`src/include/sar_ctrl_pkg.sv`:
```
// Operation
// - warp when fast high, low-power low
// - normal when both selects equal, 600 kSPS
// - impulse mode powers down after each conversion
// - convert only after acquisition and start low
// - resolve 16 bits, MSB first
// - form code, then drop busy
// - new setting applies after one acquisition cycle
// - result has no pipeline delay
// - coding selectable by pin or register
// - twos complement is binary with MSB inverted
// - overrange saturates to max or min code
// - two pins pick four input ranges
// - register in use ignores mode, coding, range pins
// - write-only serial port loads configuration register
// - serial select high, pins select low: register
package sar_ctrl_pkg;

  // ----------------------------------------------------------------
  // timing
  // ----------------------------------------------------------------
  localparam int unsigned CLK_KHZ        = 25000;   // 25 MHz core clock
  localparam int unsigned WARP_KSPS      = 750;     // fastest throughput
  localparam int unsigned NORMAL_KSPS    = 600;
  localparam int unsigned IMPULSE_KSPS   = 500;
  // least start-to-start spacing, rounded up to whole cycles
  localparam int unsigned WARP_CYCLES    = (CLK_KHZ + WARP_KSPS - 1) / WARP_KSPS;
  localparam int unsigned NORMAL_CYCLES  = (CLK_KHZ + NORMAL_KSPS - 1) / NORMAL_KSPS;
  localparam int unsigned IMPULSE_CYCLES = (CLK_KHZ + IMPULSE_KSPS - 1) / IMPULSE_KSPS;
  localparam int unsigned STALE_US       = 1000;    // warp calibration drift gap
  localparam int unsigned STALE_CYCLES   = STALE_US * (CLK_KHZ / 1000);
  localparam int unsigned ACQ_CYCLES     = 4;       // least acquisition length
  localparam int unsigned CFG_BITS       = 5;       // serial configuration word

  // ----------------------------------------------------------------
  // codes
  // ----------------------------------------------------------------
  localparam logic [15:0] CODE_MAX  = 16'hFFFF;
  localparam logic [15:0] CODE_MIN  = 16'h0000;
  localparam logic [15:0] CODE_MID  = 16'h8000;   // also MSB trial and MSB flip
  localparam logic [15:0] CODE_LSB  = 16'h0001;

  // ----------------------------------------------------------------
  // register map (AXI4-Lite, byte addresses)
  // ----------------------------------------------------------------
  localparam logic [7:0]  ADDR_CONTROL = 8'h00;
  localparam logic [7:0]  ADDR_STATUS  = 8'h04;
  localparam logic [7:0]  ADDR_RESULT  = 8'h08;
  localparam logic [7:0]  ADDR_CONFIG  = 8'h0C;
  localparam int unsigned CTL_ENABLE   = 0;       // accept conversion starts
  localparam int unsigned CTL_DISCARD  = 1;       // drop stale warp results from the fifo
  localparam logic [1:0]  CONTROL_RESET = 2'h1;
  localparam logic [1:0]  RESP_OKAY    = 2'h0;
  localparam logic [1:0]  RESP_SLVERR  = 2'h2;
  localparam int unsigned FIFO_DEPTH   = 4;
  localparam int unsigned FIFO_WIDTH   = 17;      // stale flag and code

  // ----------------------------------------------------------------
  // types
  // ----------------------------------------------------------------
  typedef struct packed {
    logic bipolar;        // bipolar range
    logic span_double;    // 10 V span
    logic warp;           // high-speed select
    logic impulse;        // low-power select
    logic offset_binary;  // 1 straight binary, 0 twos complement
  } cfg_s;
  localparam cfg_s CFG_RESET = 5'h00;

  typedef enum logic [2:0] {
    MODE_NORMAL  = 3'b001,
    MODE_WARP    = 3'b010,
    MODE_IMPULSE = 3'b100
  } mode_e;

  typedef enum logic [2:0] {
    ST_ACQ  = 3'b001,
    ST_CONV = 3'b010,
    ST_DONE = 3'b100
  } state_e;

endpackage : sar_ctrl_pkg

```
`src/rtl/sar_adc_conversion_control.sv`:
```
// The register offsets and the AXI4-Lite slave port were chosen for this implementation.
`timescale 1ns/1ps

// ------------------------------------------------------------------
// result fifo
// ------------------------------------------------------------------
module sample_fifo #(
  parameter int unsigned WIDTH = 17,
  parameter int unsigned DEPTH = 4
) (
  input  wire logic             clk,
  input  wire logic             reset,
  input  wire logic             in_valid,
  output logic                  in_ready,
  input  wire logic [WIDTH-1:0] in_data,
  output logic                  out_valid,
  input  wire logic             out_ready,
  output logic [WIDTH-1:0]      out_data,
  output logic [$clog2(DEPTH):0] level
);
  localparam int unsigned AW = $clog2(DEPTH);
  logic [WIDTH-1:0] mem [DEPTH];   // storage
  logic [AW-1:0]    wr_ptr;        // next write slot
  logic [AW-1:0]    rd_ptr;        // oldest entry
  wire              push = in_valid & in_ready;
  wire              pop  = out_valid & out_ready;

  assign in_ready  = (level != DEPTH[AW:0]);
  assign out_valid = (level != '0);
  assign out_data  = mem[rd_ptr];

  // pointers and fill level
  always_ff @(posedge clk or posedge reset) begin
    if (reset) begin
      wr_ptr <= '0;
      rd_ptr <= '0;
      level  <= '0;
    end else begin
      if (push) wr_ptr <= AW'(wr_ptr + 1'b1);
      if (pop)  rd_ptr <= AW'(rd_ptr + 1'b1);
      level <= (AW+1)'(level + {{AW{1'b0}}, push} - {{AW{1'b0}}, pop});
    end
  end

  // data array, no reset needed
  always_ff @(posedge clk) begin
    if (push) mem[wr_ptr] <= in_data;
  end
endmodule : sample_fifo

// ------------------------------------------------------------------
// conversion control
// ------------------------------------------------------------------
module sar_adc_conversion_control
  import sar_ctrl_pkg::*;
#(
  parameter int unsigned STALE_LIMIT = STALE_CYCLES  // warp idle gap, cycles
) (
  input  wire logic        clk,
  input  wire logic        reset,
  // conversion pins
  input  wire logic        convert_start_n,
  input  wire logic        high_speed_select,
  input  wire logic        low_power_select,
  input  wire logic        coding_select,
  input  wire logic        bipolar_select,
  input  wire logic        span_double_select,
  input  wire logic        serial_parallel_select,
  input  wire logic        pins_or_register_select,
  // serial configuration port
  input  wire logic        cfg_sck,
  input  wire logic        cfg_sdin,
  input  wire logic        cfg_cs_n,
  // analog core
  input  wire logic        comparator_keep,
  input  wire logic        overrange_high,
  input  wire logic        overrange_low,
  output logic [15:0]      dac_code,
  output logic             sampling,
  output logic             powered_down,
  output logic             range_bipolar,
  output logic             range_span_double,
  output logic             busy,
  output logic [15:0]      result_code,
  // AXI4-Lite slave
  input  wire logic [7:0]  s_axi_awaddr,
  input  wire logic        s_axi_awvalid,
  output logic             s_axi_awready,
  input  wire logic [31:0] s_axi_wdata,
  input  wire logic [3:0]  s_axi_wstrb,
  input  wire logic        s_axi_wvalid,
  output logic             s_axi_wready,
  output logic [1:0]       s_axi_bresp,
  output logic             s_axi_bvalid,
  input  wire logic        s_axi_bready,
  input  wire logic [7:0]  s_axi_araddr,
  input  wire logic        s_axi_arvalid,
  output logic             s_axi_arready,
  output logic [31:0]      s_axi_rdata,
  output logic [1:0]       s_axi_rresp,
  output logic             s_axi_rvalid,
  input  wire logic        s_axi_rready
);

  // ----------------------------------------------------------------
  // state
  // ----------------------------------------------------------------
  state_e      state;          // sequencer
  cfg_s        active;         // configuration in force
  cfg_s        serial_cfg;     // loaded over the serial port
  logic [15:0] step_mask;      // bit under test
  logic [15:0] sar_code;       // resolved raw code
  logic        over_hi;        // overrange caught at sample
  logic        over_lo;
  logic        stale;          // warp gap exceeded before this sample
  logic [31:0] since_start;    // saturating cycles since last start
  logic [7:0]  acq_cnt;        // saturating acquisition cycles
  logic        start_n_q;      // previous convert_start_n
  logic [1:0]  control;        // software control bits
  mode_e       active_mode;
  logic        sck_q;
  logic [CFG_BITS-1:0] cfg_shift;  // serial shift register
  logic [3:0]  cfg_count;      // bits seen in frame
  logic        cs_q;

  // ----------------------------------------------------------------
  // decode
  // ----------------------------------------------------------------
  wire   use_register = serial_parallel_select & ~pins_or_register_select;
  cfg_s  pin_cfg;
  assign pin_cfg = '{bipolar: bipolar_select, span_double: span_double_select,
                     warp: high_speed_select, impulse: low_power_select,
                     offset_binary: coding_select};
  cfg_s  sel_cfg;
  assign sel_cfg = use_register ? serial_cfg : pin_cfg;
  // one-hot mode from the two selects
  wire   [1:0] mode_pins = {sel_cfg.warp, sel_cfg.impulse};
  mode_e next_mode;
  assign next_mode = (mode_pins == 2'b10) ? MODE_WARP :
                     (mode_pins == 2'b01) ? MODE_IMPULSE :
                                            MODE_NORMAL;
  // throughput floor of the mode in force
  wire [31:0] period = (active_mode == MODE_WARP)    ? WARP_CYCLES :
                       (active_mode == MODE_IMPULSE) ? IMPULSE_CYCLES :
                                                       NORMAL_CYCLES;
  wire acq_done  = (state == ST_ACQ) && (acq_cnt >= ACQ_CYCLES[7:0]) &&
                   (since_start >= period);
  wire start_fall = start_n_q & ~convert_start_n;
  wire start     = start_fall & acq_done & control[CTL_ENABLE];
  wire last_step = (state == ST_CONV) && step_mask[0];
  // keep or drop the bit under test, then try the next one
  wire [15:0] kept = comparator_keep ? dac_code : (dac_code & ~step_mask);
  // saturation then coding
  wire [15:0] sat_code = over_hi ? CODE_MAX : over_lo ? CODE_MIN : sar_code;
  wire [15:0] final_code = active.offset_binary ? sat_code
                                                : (sat_code ^ CODE_MID);
  wire drop_stale = stale & control[CTL_DISCARD];
  wire fifo_in_ready;
  wire fifo_push = (state == ST_DONE) & ~drop_stale;
  wire finish    = (state == ST_DONE) & (fifo_in_ready | drop_stale);

  // ----------------------------------------------------------------
  // sequencer
  // ----------------------------------------------------------------
  // acquisition, bit trials, completion
  always_ff @(posedge clk or posedge reset) begin
    if (reset) begin
      state     <= ST_ACQ;
      step_mask <= CODE_MIN;
      dac_code  <= CODE_MIN;
      sar_code  <= CODE_MIN;
      busy      <= 1'b0;
      sampling  <= 1'b1;
    end else begin
      case (state)
        ST_ACQ: begin
          if (start) begin
            state     <= ST_CONV;
            step_mask <= CODE_MID;   // MSB first
            dac_code  <= CODE_MID;
            busy      <= 1'b1;
            sampling  <= 1'b0;
          end
        end
        ST_CONV: begin
          dac_code  <= kept | (step_mask >> 1);
          step_mask <= step_mask >> 1;
          if (step_mask[0]) begin
            sar_code <= kept;
            state    <= ST_DONE;
          end
        end
        ST_DONE: begin
          // stalls here while the fifo is full, unless a stale result is being dropped
          if (finish) begin
            busy     <= 1'b0;        // code formed on this edge
            sampling <= 1'b1;
            state    <= ST_ACQ;
          end
        end
        default: state <= ST_ACQ;
      endcase
    end
  end

  // result output, held until the next completion
  always_ff @(posedge clk or posedge reset) begin
    if (reset) result_code <= CODE_MIN;
    else if (finish) result_code <= final_code;
  end

  // configuration applied at the sample edge, after one acquisition
  always_ff @(posedge clk or posedge reset) begin
    if (reset) begin
      active            <= CFG_RESET;
      active_mode       <= MODE_NORMAL;
      range_bipolar     <= 1'b0;
      range_span_double <= 1'b0;
    end else if (start) begin
      active            <= sel_cfg;
      active_mode       <= next_mode;
      range_bipolar     <= sel_cfg.bipolar;
      range_span_double <= sel_cfg.span_double;
    end
  end

  // impulse mode sleeps between conversions
  always_ff @(posedge clk or posedge reset) begin
    if (reset) powered_down <= 1'b0;
    else if (start) powered_down <= 1'b0;
    else if (finish && active_mode == MODE_IMPULSE) powered_down <= 1'b1;
  end

  // sample-instant flags and gap tracking
  always_ff @(posedge clk or posedge reset) begin
    if (reset) begin
      over_hi     <= 1'b0;
      over_lo     <= 1'b0;
      stale       <= 1'b0;
      since_start <= 32'h0000_0000;
      acq_cnt     <= 8'h00;
      start_n_q   <= 1'b1;
    end else begin
      start_n_q <= convert_start_n;
      if (start) begin
        over_hi     <= overrange_high;
        over_lo     <= overrange_low;
        // long gap in warp lets calibration drift
        stale       <= (next_mode == MODE_WARP) && (since_start >= STALE_LIMIT);
        since_start <= 32'h0000_0001;
      end else if (since_start < STALE_LIMIT) begin
        since_start <= since_start + 32'h0000_0001;
      end
      if (state != ST_ACQ) acq_cnt <= 8'h00;
      else if (acq_cnt != 8'hFF) acq_cnt <= acq_cnt + 8'h01;
    end
  end

  // ----------------------------------------------------------------
  // serial configuration port, write only
  // ----------------------------------------------------------------
  // MSB first on sck rise; a full frame loads on chip-select release
  always_ff @(posedge clk or posedge reset) begin
    if (reset) begin
      sck_q      <= 1'b0;
      cs_q       <= 1'b1;
      cfg_shift  <= '0;
      cfg_count  <= 4'h0;
      serial_cfg <= CFG_RESET;
    end else begin
      sck_q <= cfg_sck;
      cs_q  <= cfg_cs_n;
      if (cfg_cs_n) begin
        cfg_count <= 4'h0;
        if (!cs_q && cfg_count == CFG_BITS[3:0]) serial_cfg <= cfg_shift;
      end else if (cfg_sck && !sck_q) begin
        cfg_shift <= {cfg_shift[CFG_BITS-2:0], cfg_sdin};
        if (cfg_count != 4'hF) cfg_count <= cfg_count + 4'h1;
      end
    end
  end

  // ----------------------------------------------------------------
  // result fifo
  // ----------------------------------------------------------------
  wire                  fifo_out_valid;
  wire [FIFO_WIDTH-1:0] fifo_out_data;
  wire [2:0]            fifo_level;
  wire                  ar_take = s_axi_arvalid & s_axi_arready;
  wire                  rd_result = ar_take && (s_axi_araddr == ADDR_RESULT);

  sample_fifo #(.WIDTH(FIFO_WIDTH), .DEPTH(FIFO_DEPTH)) u_fifo (
    .clk       (clk),
    .reset     (reset),
    .in_valid  (fifo_push),
    .in_ready  (fifo_in_ready),
    .in_data   ({stale, final_code}),
    .out_valid (fifo_out_valid),
    .out_ready (rd_result),
    .out_data  (fifo_out_data),
    .level     (fifo_level)
  );

  // ----------------------------------------------------------------
  // AXI4-Lite slave
  // ----------------------------------------------------------------
  logic       aw_got;       // address held
  logic       w_got;        // data held
  logic [7:0] aw_addr;
  logic [31:0] w_data;
  logic       w_lane0;
  wire aw_take  = s_axi_awvalid & s_axi_awready;
  wire w_take   = s_axi_wvalid & s_axi_wready;
  wire aw_have  = aw_got | aw_take;
  wire w_have   = w_got | w_take;
  wire do_write = aw_have & w_have & ~s_axi_bvalid;
  wire [7:0]  wr_addr = aw_got ? aw_addr : s_axi_awaddr;
  wire [31:0] wr_data = w_got ? w_data : s_axi_wdata;
  wire        wr_lane = w_got ? w_lane0 : s_axi_wstrb[0];
  wire        r_hold  = s_axi_rvalid & ~s_axi_rready;
  // read mux
  wire [31:0] status_word = {16'h0000, 5'h00, fifo_level, stale, powered_down,
                             active_mode, use_register, sampling, busy};
  wire [31:0] rd_word =
    (s_axi_araddr == ADDR_CONTROL) ? {30'h0000_0000, control} :
    (s_axi_araddr == ADDR_STATUS)  ? status_word :
    (s_axi_araddr == ADDR_RESULT)  ? {14'h0000, fifo_out_valid, fifo_out_data} :
    (s_axi_araddr == ADDR_CONFIG)  ? {27'h0000_000, serial_cfg} : 32'h0000_0000;
  wire rd_ok = (s_axi_araddr == ADDR_CONTROL) || (s_axi_araddr == ADDR_STATUS) ||
               (s_axi_araddr == ADDR_RESULT)  || (s_axi_araddr == ADDR_CONFIG);
  wire wr_ok = (wr_addr == ADDR_CONTROL);

  // write channels, either order, one outstanding
  always_ff @(posedge clk or posedge reset) begin
    if (reset) begin
      aw_got <= 1'b0;
      w_got  <= 1'b0;
      aw_addr <= 8'h00;
      w_data <= 32'h0000_0000;
      w_lane0 <= 1'b0;
      s_axi_awready <= 1'b1;
      s_axi_wready  <= 1'b1;
      s_axi_bvalid  <= 1'b0;
      s_axi_bresp   <= RESP_OKAY;
      control <= CONTROL_RESET;
    end else begin
      if (aw_take) aw_addr <= s_axi_awaddr;
      if (w_take) begin
        w_data  <= s_axi_wdata;
        w_lane0 <= s_axi_wstrb[0];
      end
      aw_got <= aw_have & ~do_write;
      w_got  <= w_have & ~do_write;
      s_axi_awready <= ~(aw_have & ~do_write);
      s_axi_wready  <= ~(w_have & ~do_write);
      if (do_write) begin
        s_axi_bvalid <= 1'b1;
        s_axi_bresp  <= wr_ok ? RESP_OKAY : RESP_SLVERR;
        if (wr_ok && wr_lane) control <= wr_data[1:0];
      end else if (s_axi_bready) begin
        s_axi_bvalid <= 1'b0;
      end
    end
  end

  // read channel, answer one cycle after the address
  always_ff @(posedge clk or posedge reset) begin
    if (reset) begin
      s_axi_arready <= 1'b1;
      s_axi_rvalid  <= 1'b0;
      s_axi_rdata   <= 32'h0000_0000;
      s_axi_rresp   <= RESP_OKAY;
    end else begin
      s_axi_arready <= ~(ar_take | r_hold);
      s_axi_rvalid  <= ar_take | r_hold;
      if (ar_take) begin
        s_axi_rdata <= rd_word;
        s_axi_rresp <= rd_ok ? RESP_OKAY : RESP_SLVERR;
      end
    end
  end
endmodule : sar_adc_conversion_control

```
`config.mk`:
```
export PLATFORM = sky130hd
export DESIGN_NAME = sar_adc_conversion_control
export DESIGN_NICKNAME = d
export VERILOG_FILES = /design/src/include/sar_ctrl_pkg.sv /design/src/rtl/sar_adc_conversion_control.sv
export SDC_FILE = /design/constraint.sdc
export NUM_CORES = 1
export LEC_CHECK = 0
export BUFFER_PORTS_ARGS = -buffer_cell sky130_fd_sc_hd__buf_4
export CORE_ASPECT_RATIO = 1.25
export CORE_UTILIZATION = 35
export CTS_CLUSTER_SIZE = 10
export DETAILED_ROUTE_END_ITERATION = 10
export GPL_TIMING_DRIVEN = 0
export HOLD_SLACK_MARGIN = 0.02
export PLACE_DENSITY_LB_ADDON = 0.12
export SLEW_MARGIN = 20
export SYNTH_ARGS = -nofsm -noshare
export SYNTH_HDL_FRONTEND = slang
export SYNTH_HIERARCHICAL = 1
export SYNTH_SLANG_ARGS = --single-unit
export TNS_END_PERCENT = 1
```
`constraint.sdc`:
```
create_clock -name clk -period 18.8 [get_ports clk]
set_input_delay 4.7 -clock clk [delete_from_list [all_inputs] [get_ports clk]]
set_output_delay 4.7 -clock clk [all_outputs]
set_load 0.03 [all_outputs]
```
**Word level (Yosys, flattened, before mapping)**

Memory sizes are Yosys's and may differ from the RTL's.
Index checks and enable logic that the tools add are counted.

- Register bits after elaboration: 199
- Memory bits (writable): 68
- Logic and storage cells: 186
- Memories kept: 1

Memory list:

| name | words | width | read ports | clocked after memory_dff | write ports | RTL line | RTL |
|---|---|---|---|---|---|---|---|
| u_fifo.mem | 4 | 17 | 1 | 0 | 1 | sar_adc_conversion_control.sv:22 | `logic [WIDTH-1:0] mem [DEPTH];` |

- Add/sub/neg operators: 7
- $lt $le $gt $ge: 4
- Eq/ne operators: 19
- Multiplexer cells: 44
- Bitwise gates (word level): 35
- Reduce and logical (&&, ||, !) cells: 32

Operators with widths:

| operator | number |
|---|---|
| 2-to-1 mux 16 bit | 5 |
| 2-to-1 mux 32 bit | 2 |
| one-hot mux 16 bit (2 select lines) | 2 |
| 2-to-1 mux 18 bit | 3 |
| adder 32 x 1 -> 32 bit (second input constant) | 1 |
| >= comparator 32 x 15 -> 1 bit (second input constant) | 1 |
| >= comparator 32 x 6 -> 1 bit | 1 |
| < comparator 32 x 15 -> 1 bit (second input constant) | 1 |
| 2-to-1 mux 8 bit | 3 |
| 2-to-1 mux 5 bit | 4 |
| bitwise AND 1 bit | 17 |
| bitwise AND 16 bit | 1 |
| == test 8 x 4 -> 1 bit (second input constant) | 2 |
| logical NOT 8 bit | 2 |
| inverter 16 bit | 1 |
| bitwise OR 16 x 15 -> 16 bit | 1 |
| nonzero test 2 bit | 8 |
| 2-to-1 mux 3 bit | 5 |
| 2-to-1 mux 4 bit | 3 |
| AND reduction 2 bit | 6 |
| 2-to-1 mux 1 bit | 11 |
| inverter 1 bit | 11 |
| == test 3 x 2 -> 1 bit (second input constant) | 3 |
| one-hot mux 3 bit (3 select lines) | 1 |
| 25 further kinds | 46 |

**Longest topological paths before layout**

- Depth in word-level cells: 9
- Mapped depth: 13
- Mapped depth without buffers: 11

**Cells and area by module**

The synthesis kept the hierarchy.

By module, submodules not included:

| module | times used | cells each | area an instance (um^2) | sequential area each (um^2) |
|---|---|---|---|---|
| sar_adc_conversion_control | 1 | 693 | 7777.5 | 4415.5 |
| sample_fifo | 1 | 131 | 2969.1 | 2217.1 |

**Worst setup path before layout**

OpenSTA, ideal clock, no wires.

- Path type: input port to flip-flop
- Start point: input s_axi_araddr[3]
- End point: register u_fifo.level[2]
- Library setup time: 130 ps
- Data arrival time: 7040 ps
- Path slack: 11631 ps
- Stages on the path: 13
- Cell sequence: clkbuf_1 nor2b_1 clkbuf_1 nor2b_1 clkbuf_1 o31a_1 ha_1 inv_1 ha_1 inv_1 fa_1 xnor2_1 xnor2_1

- Word-level cells in the longest chain between the ends: 4

RTL lines:

| what | RTL line | RTL |
|---|---|---|
| start, declared | sar_adc_conversion_control.sv:96 | `input wire logic [7:0] s_axi_araddr,` |
| == test 8 x 4 -> 1 bit | sar_adc_conversion_control.sv:290 | `wire rd_result = ar_take && (s_axi_araddr == ADDR_RESULT);` |
| logical AND 1 bit | sar_adc_conversion_control.sv:290 |  |
| net rd_result | sar_adc_conversion_control.sv:290 |  |
| bitwise AND 1 bit | sar_adc_conversion_control.sv:26 | `wire pop = out_valid & out_ready;` |
| net u_fifo.pop | sar_adc_conversion_control.sv:26 |  |
| subtractor 3 x 1 -> 3 bit | sar_adc_conversion_control.sv:41 | `level <= (AW+1)'(level + {{AW{1'b0}}, push} - {{AW{1'b0}}, pop});` |
| end signal, assigned | sar_adc_conversion_control.sv:41 |  |
| end, declared | sar_adc_conversion_control.sv:19 | `output logic [$clog2(DEPTH):0] level` |

The timed path passes the listed nets, and every way through them passes these cells.
A chain may end at the register's enable or synchronous reset.

**Final worst setup path**

Same ends and word-level chain as after synthesis.

==> metrics.log <==
INFO  metric numCtsBuffers = 29
INFO  metric min-delay-path-class = flop to flop
INFO  metric worst_skew_pair.late_latency = 0.53 ns
INFO  metric tns = 0 ns
INFO  metric worst_case_vdd_ir_drop = 0.05063 mV
INFO  metric max_cap_viol_count = 0
INFO  metric areaGrowthSynthToFinish = 20.43%
INFO  metric antenna_cells = 0
INFO  metric drt.antenna.violating_nets = 0
INFO  metric final_routed_wirelength = 23.97 mm
INFO  metric data_arrival_time_of_the_worst_path = 7.48 ns
INFO  metric dieHeight = 197.9 um
INFO  metric design.die.area = 31,410 um^2
INFO  metric tritoncts = done
INFO  metric route.detailed.vias_per_inst = 4.827
INFO  metric whs_endpoint = sar_code[7]
INFO  metric critical_path.cell_chain = clkbuf_1, nor2b_1, clkbuf_1, nor2b_1, clkbuf_1, o31a_1, ha_1, inv_1, ha_1, inv_1, fa_1, xnor2_1, xnor2_1
INFO  metric setup_fix_bufs_post_cts = 0
INFO  metric yosys_register_bits = 251
INFO  metric synthesis.yosys.warnings = 6
INFO  metric final_min_period_over_clock_period = 37.62%
INFO  metric finalHoldViolCount = 0
INFO  metric yosysUniqueCellTypes = 60
INFO  metric cp_common_cell = sky130_fd_sc_hd__clkbuf_1
INFO  metric timing.slew.headroom = 33.30%
INFO  metric finalSetupViolCount = 0
INFO  metric antenna_violations_before_repair = 0
INFO  metric post-route-util = 42.98%
INFO  metric cp_top_family = buffers and inverters
INFO  metric cts_max_path_buffers = 3
INFO  metric floorplan.initialDensity = 35.68%
INFO  metric ioPinCount = 151
INFO  metric drcViolationCount = 0
INFO  metric cts.reportedPaths.clkPinSlew = 0.06 ns
INFO  metric post_synth.cell_area_avg = 13.04 um^2
INFO  metric grt_pass1_vias = 6,879
INFO  metric tritoncts_num_sinks = 251
INFO  metric count_of_buffers_from_port_buffering = 100
INFO  metric critical-path-max-stage-delay = 0.39 ns
INFO  metric routedWlPerCell = 17.19 um
INFO  metric p_leak = 5.688 nW
INFO  metric initial_drt_markers = 365
INFO  metric timing.final.crit_period = 7.072 ns
INFO  metric grt_overflow = 0
INFO  metric rows = 71
INFO  metric grt_start_max_net_pins = 97
INFO  metric filler_cell_count = 2,797
INFO  metric worstRegToRegCells = 10
INFO  metric detailedRoute.firstPassIterationCount = 4
INFO  metric critPathSlowestCell = sky130_fd_sc_hd__clkbuf_1
INFO  metric cts_root_buf = sky130_fd_sc_hd__clkbuf_16
INFO  metric synth_ff_type = sky130_fd_sc_hd__dfrtp_1
INFO  metric grt_setup_unrepaired = false
INFO  metric power.density_cell_area = 109.7 nW/um^2
INFO  metric sum_of_net_half_perimeters_after_detailed_placement = 16.53 mm
INFO  metric setup.reg_to_reg.worst_slack = 15.90 ns
INFO  metric yosysSeqAreaShare = 61.72%
INFO  metric final_net_count = 1,061
INFO  metric postCtsHoldBufs = 0
INFO  metric final_critical_path_setup_slack = 11.73 ns
INFO  metric tightestPinTransition = 1.001 ns
INFO  metric setup.worst_path.start = s_axi_araddr[3]
INFO  metric hold_start = sar_code[7]
INFO  metric worst-endpoint-required = 19.21 ns
INFO  metric wire_length_of_the_first_global_routing_pass = 38.45 mm
INFO  metric path_type_of_the_worst_setup_path = input pin to flop
INFO  metric run_status = completed
INFO  metric timing.hold.worst_path_depth = 2
INFO  metric syn-instance-count = 824
INFO  metric timing.fmax = 141.4 MHz
INFO  metric syn_area = 10,750 um^2
INFO  metric finalClockSkew = 0.01072 ns
INFO  metric core_area = 30,120 um^2
INFO  metric path_buf_inv = 5
INFO  metric synth-edff-count = 68
INFO  metric gp_congestion = 0.7409
INFO  metric synthArstFlopShare = 72.91%
INFO  metric cts.repair.resized = 0
INFO  metric worst_setup_path_end_kind = flop
INFO  metric htree_num_levels = 1
INFO  metric worst-path-max-fanout = 10
INFO  metric grtUsageTotal = 15.47%
INFO  metric slew_violations = 0
INFO  metric num_vias = 6,729
INFO  metric reg2reg_from = state[1]
INFO  metric critical_path.startpoint_type = input pin
INFO  metric preCtsSetupSlack = 11.12 ns
INFO  metric fp.dieW = 158.7 um
INFO  metric post_route_cells_drive_above_1_share = 24.47%
INFO  metric crit-reg2reg-capture = u_fifo/level[2]
## flip-flops by register name (all words and copies together) (netlist names), 3 cells and up
signal and count:
acq_cnt 8, since_start 32, step_mask 16, dac_code 16
aw_addr 8, cfg_count 4, u_fifo/level 3, serial_cfg 5
u_fifo/mem 68, s_axi_rdata 18, cfg_shift 5, result_code 16
sar_code 16, active_mode 3, state 3
## worst max-delay path by stage
stage	cells after the start	to	slack (ns)
after floorplan	1	acq_cnt[0]	9.34
after global placement	2	since_start[7]	6.83
after detailed placement	13	u_fifo/level[2]	11.12
after CTS	13	u_fifo/level[2]	11.70
after global routing	13	u_fifo/level[2]	11.45
final	13	u_fifo/level[2]	11.73
## cells in the final DEF (no fill, tap or decap), drive strengths merged, types with 10 or more instances in the layout
cell / instances
conb: 16
nor3: 11
o21ai: 47
nand3: 11
dfrtp: 174
ha: 16
inv: 42
buf: 131
nand2b: 10
nor2: 37
edfxtp: 68
a21oi: 42
mux4: 19
nor2b: 21
nand2: 46
mux2: 48
a22o: 24
o31ai: 12
clkbuf: 72
a21o: 32
## power by group
part / internal, mW / switching (mW) / total [mW]
sequential: 0.633 / 0.0473 / 0.680
combinational: 0.0963 / 0.129 / 0.226
clock: 0.305 / 0.209 / 0.513
total: 1.03 / 0.385 / 1.42
## cell type report
type                    count  area [um^2]  share of cell area, %
flip-flops and latches    251         6633                  51.25
multi-input cells         495         3704                  28.62
clock buffers              52        822.0                  6.352
repair buffers            101        778.2                  6.013
well taps                 401        501.7                  3.877
plain buffers              50        305.3                  2.359
inverters                  43        168.9                  1.305
clock inverters             1        30.03                 0.2320
## kinds of logic after synthesis
| logic type | Yosys count | share of synthesized area, % |
|---|---|---|
| xor gates and xnor gates | 12 | 0.9780 |
| buffers and inverters | 93 | 4.343 |
| AOI/OAI and AO/OA | 186 | 11.28 |
| muxes | 74 | 10.01 |
| adders and majority gates | 17 | 2.049 |
| and+or+nand+nor | 190 | 9.582 |
| DFF | 251 | 61.72 |
| other | 1 | 0.03489 |
## per-stage QoR
stage                     hold slack (ns)  cell area (um^2)  cells  power (mW)
after detailed placement           0.4736             12090   1341      0.9198
after global routing               0.5062             12940   1394       1.493
after CTS                          0.4872             12940   1394       1.442
after global placement             0.4655             12060   1340      0.9142
after floorplan                    0.4501             10800    839      0.8408
final                              0.4793             12940   1394       1.419
## worst min-delay path, delay by kind of cell, from the launching register on
kind	cells	cell delay, ns
compound gates	1	0.06
flops	1	0.34
simple gates	1	0.05
## Yosys cell counts (all sizes together) (2+ instances only)
library cell | instances | share of area (%)
dfrtp | 174 | 41
edfxtp | 68 | 19
mux2 | 48 | 5.1
o21ai | 47 | 2.2
nand2 | 46 | 1.6
a21oi | 42 | 2.0
inv | 42 | 1.5
nor2 | 37 | 1.3
a21o | 32 | 2.2
buf | 30 | 2.1
a22o | 24 | 2.0
nor2b | 21 | 1.2
clkbuf | 20 | 0.70
mux4 | 19 | 4.3
ha | 16 | 1.9
o31ai | 12 | 0.84
nand3 | 11 | 0.51
nor3 | 11 | 0.62
nand2b | 10 | 0.58
a22oi | 9 | 0.63
dfstp | 9 | 2.2
nand4 | 9 | 0.66
or4 | 9 | 0.66
xnor2 | 8 | 0.65
mux2i | 7 | 0.65
nor4 | 7 | 0.41
or3 | 7 | 0.41
or2 | 6 | 0.35
and3b | 4 | 0.33
o211ai | 4 | 0.33
xor2 | 4 | 0.33
nand3b | 3 | 0.21
o21a | 3 | 0.21
a211oi | 2 | 0.14
a2bb2oi | 2 | 0.16
a31oi | 2 | 0.12
and2 | 2 | 0.12
and3 | 2 | 0.12
nand4bb | 2 | 0.21
o22ai | 2 | 0.12
or3b | 2 | 0.16
## routing by layer
metal	track usage, %	wire, um	vias up
met3	2.388	912	30
met5	0	0	-
li1	-	-	3271
met1	20.86	11190	3296
met4	3.704	380	0
met2	26.12	11490	132
No activity file was read; power rests on OpenSTA's default activity.
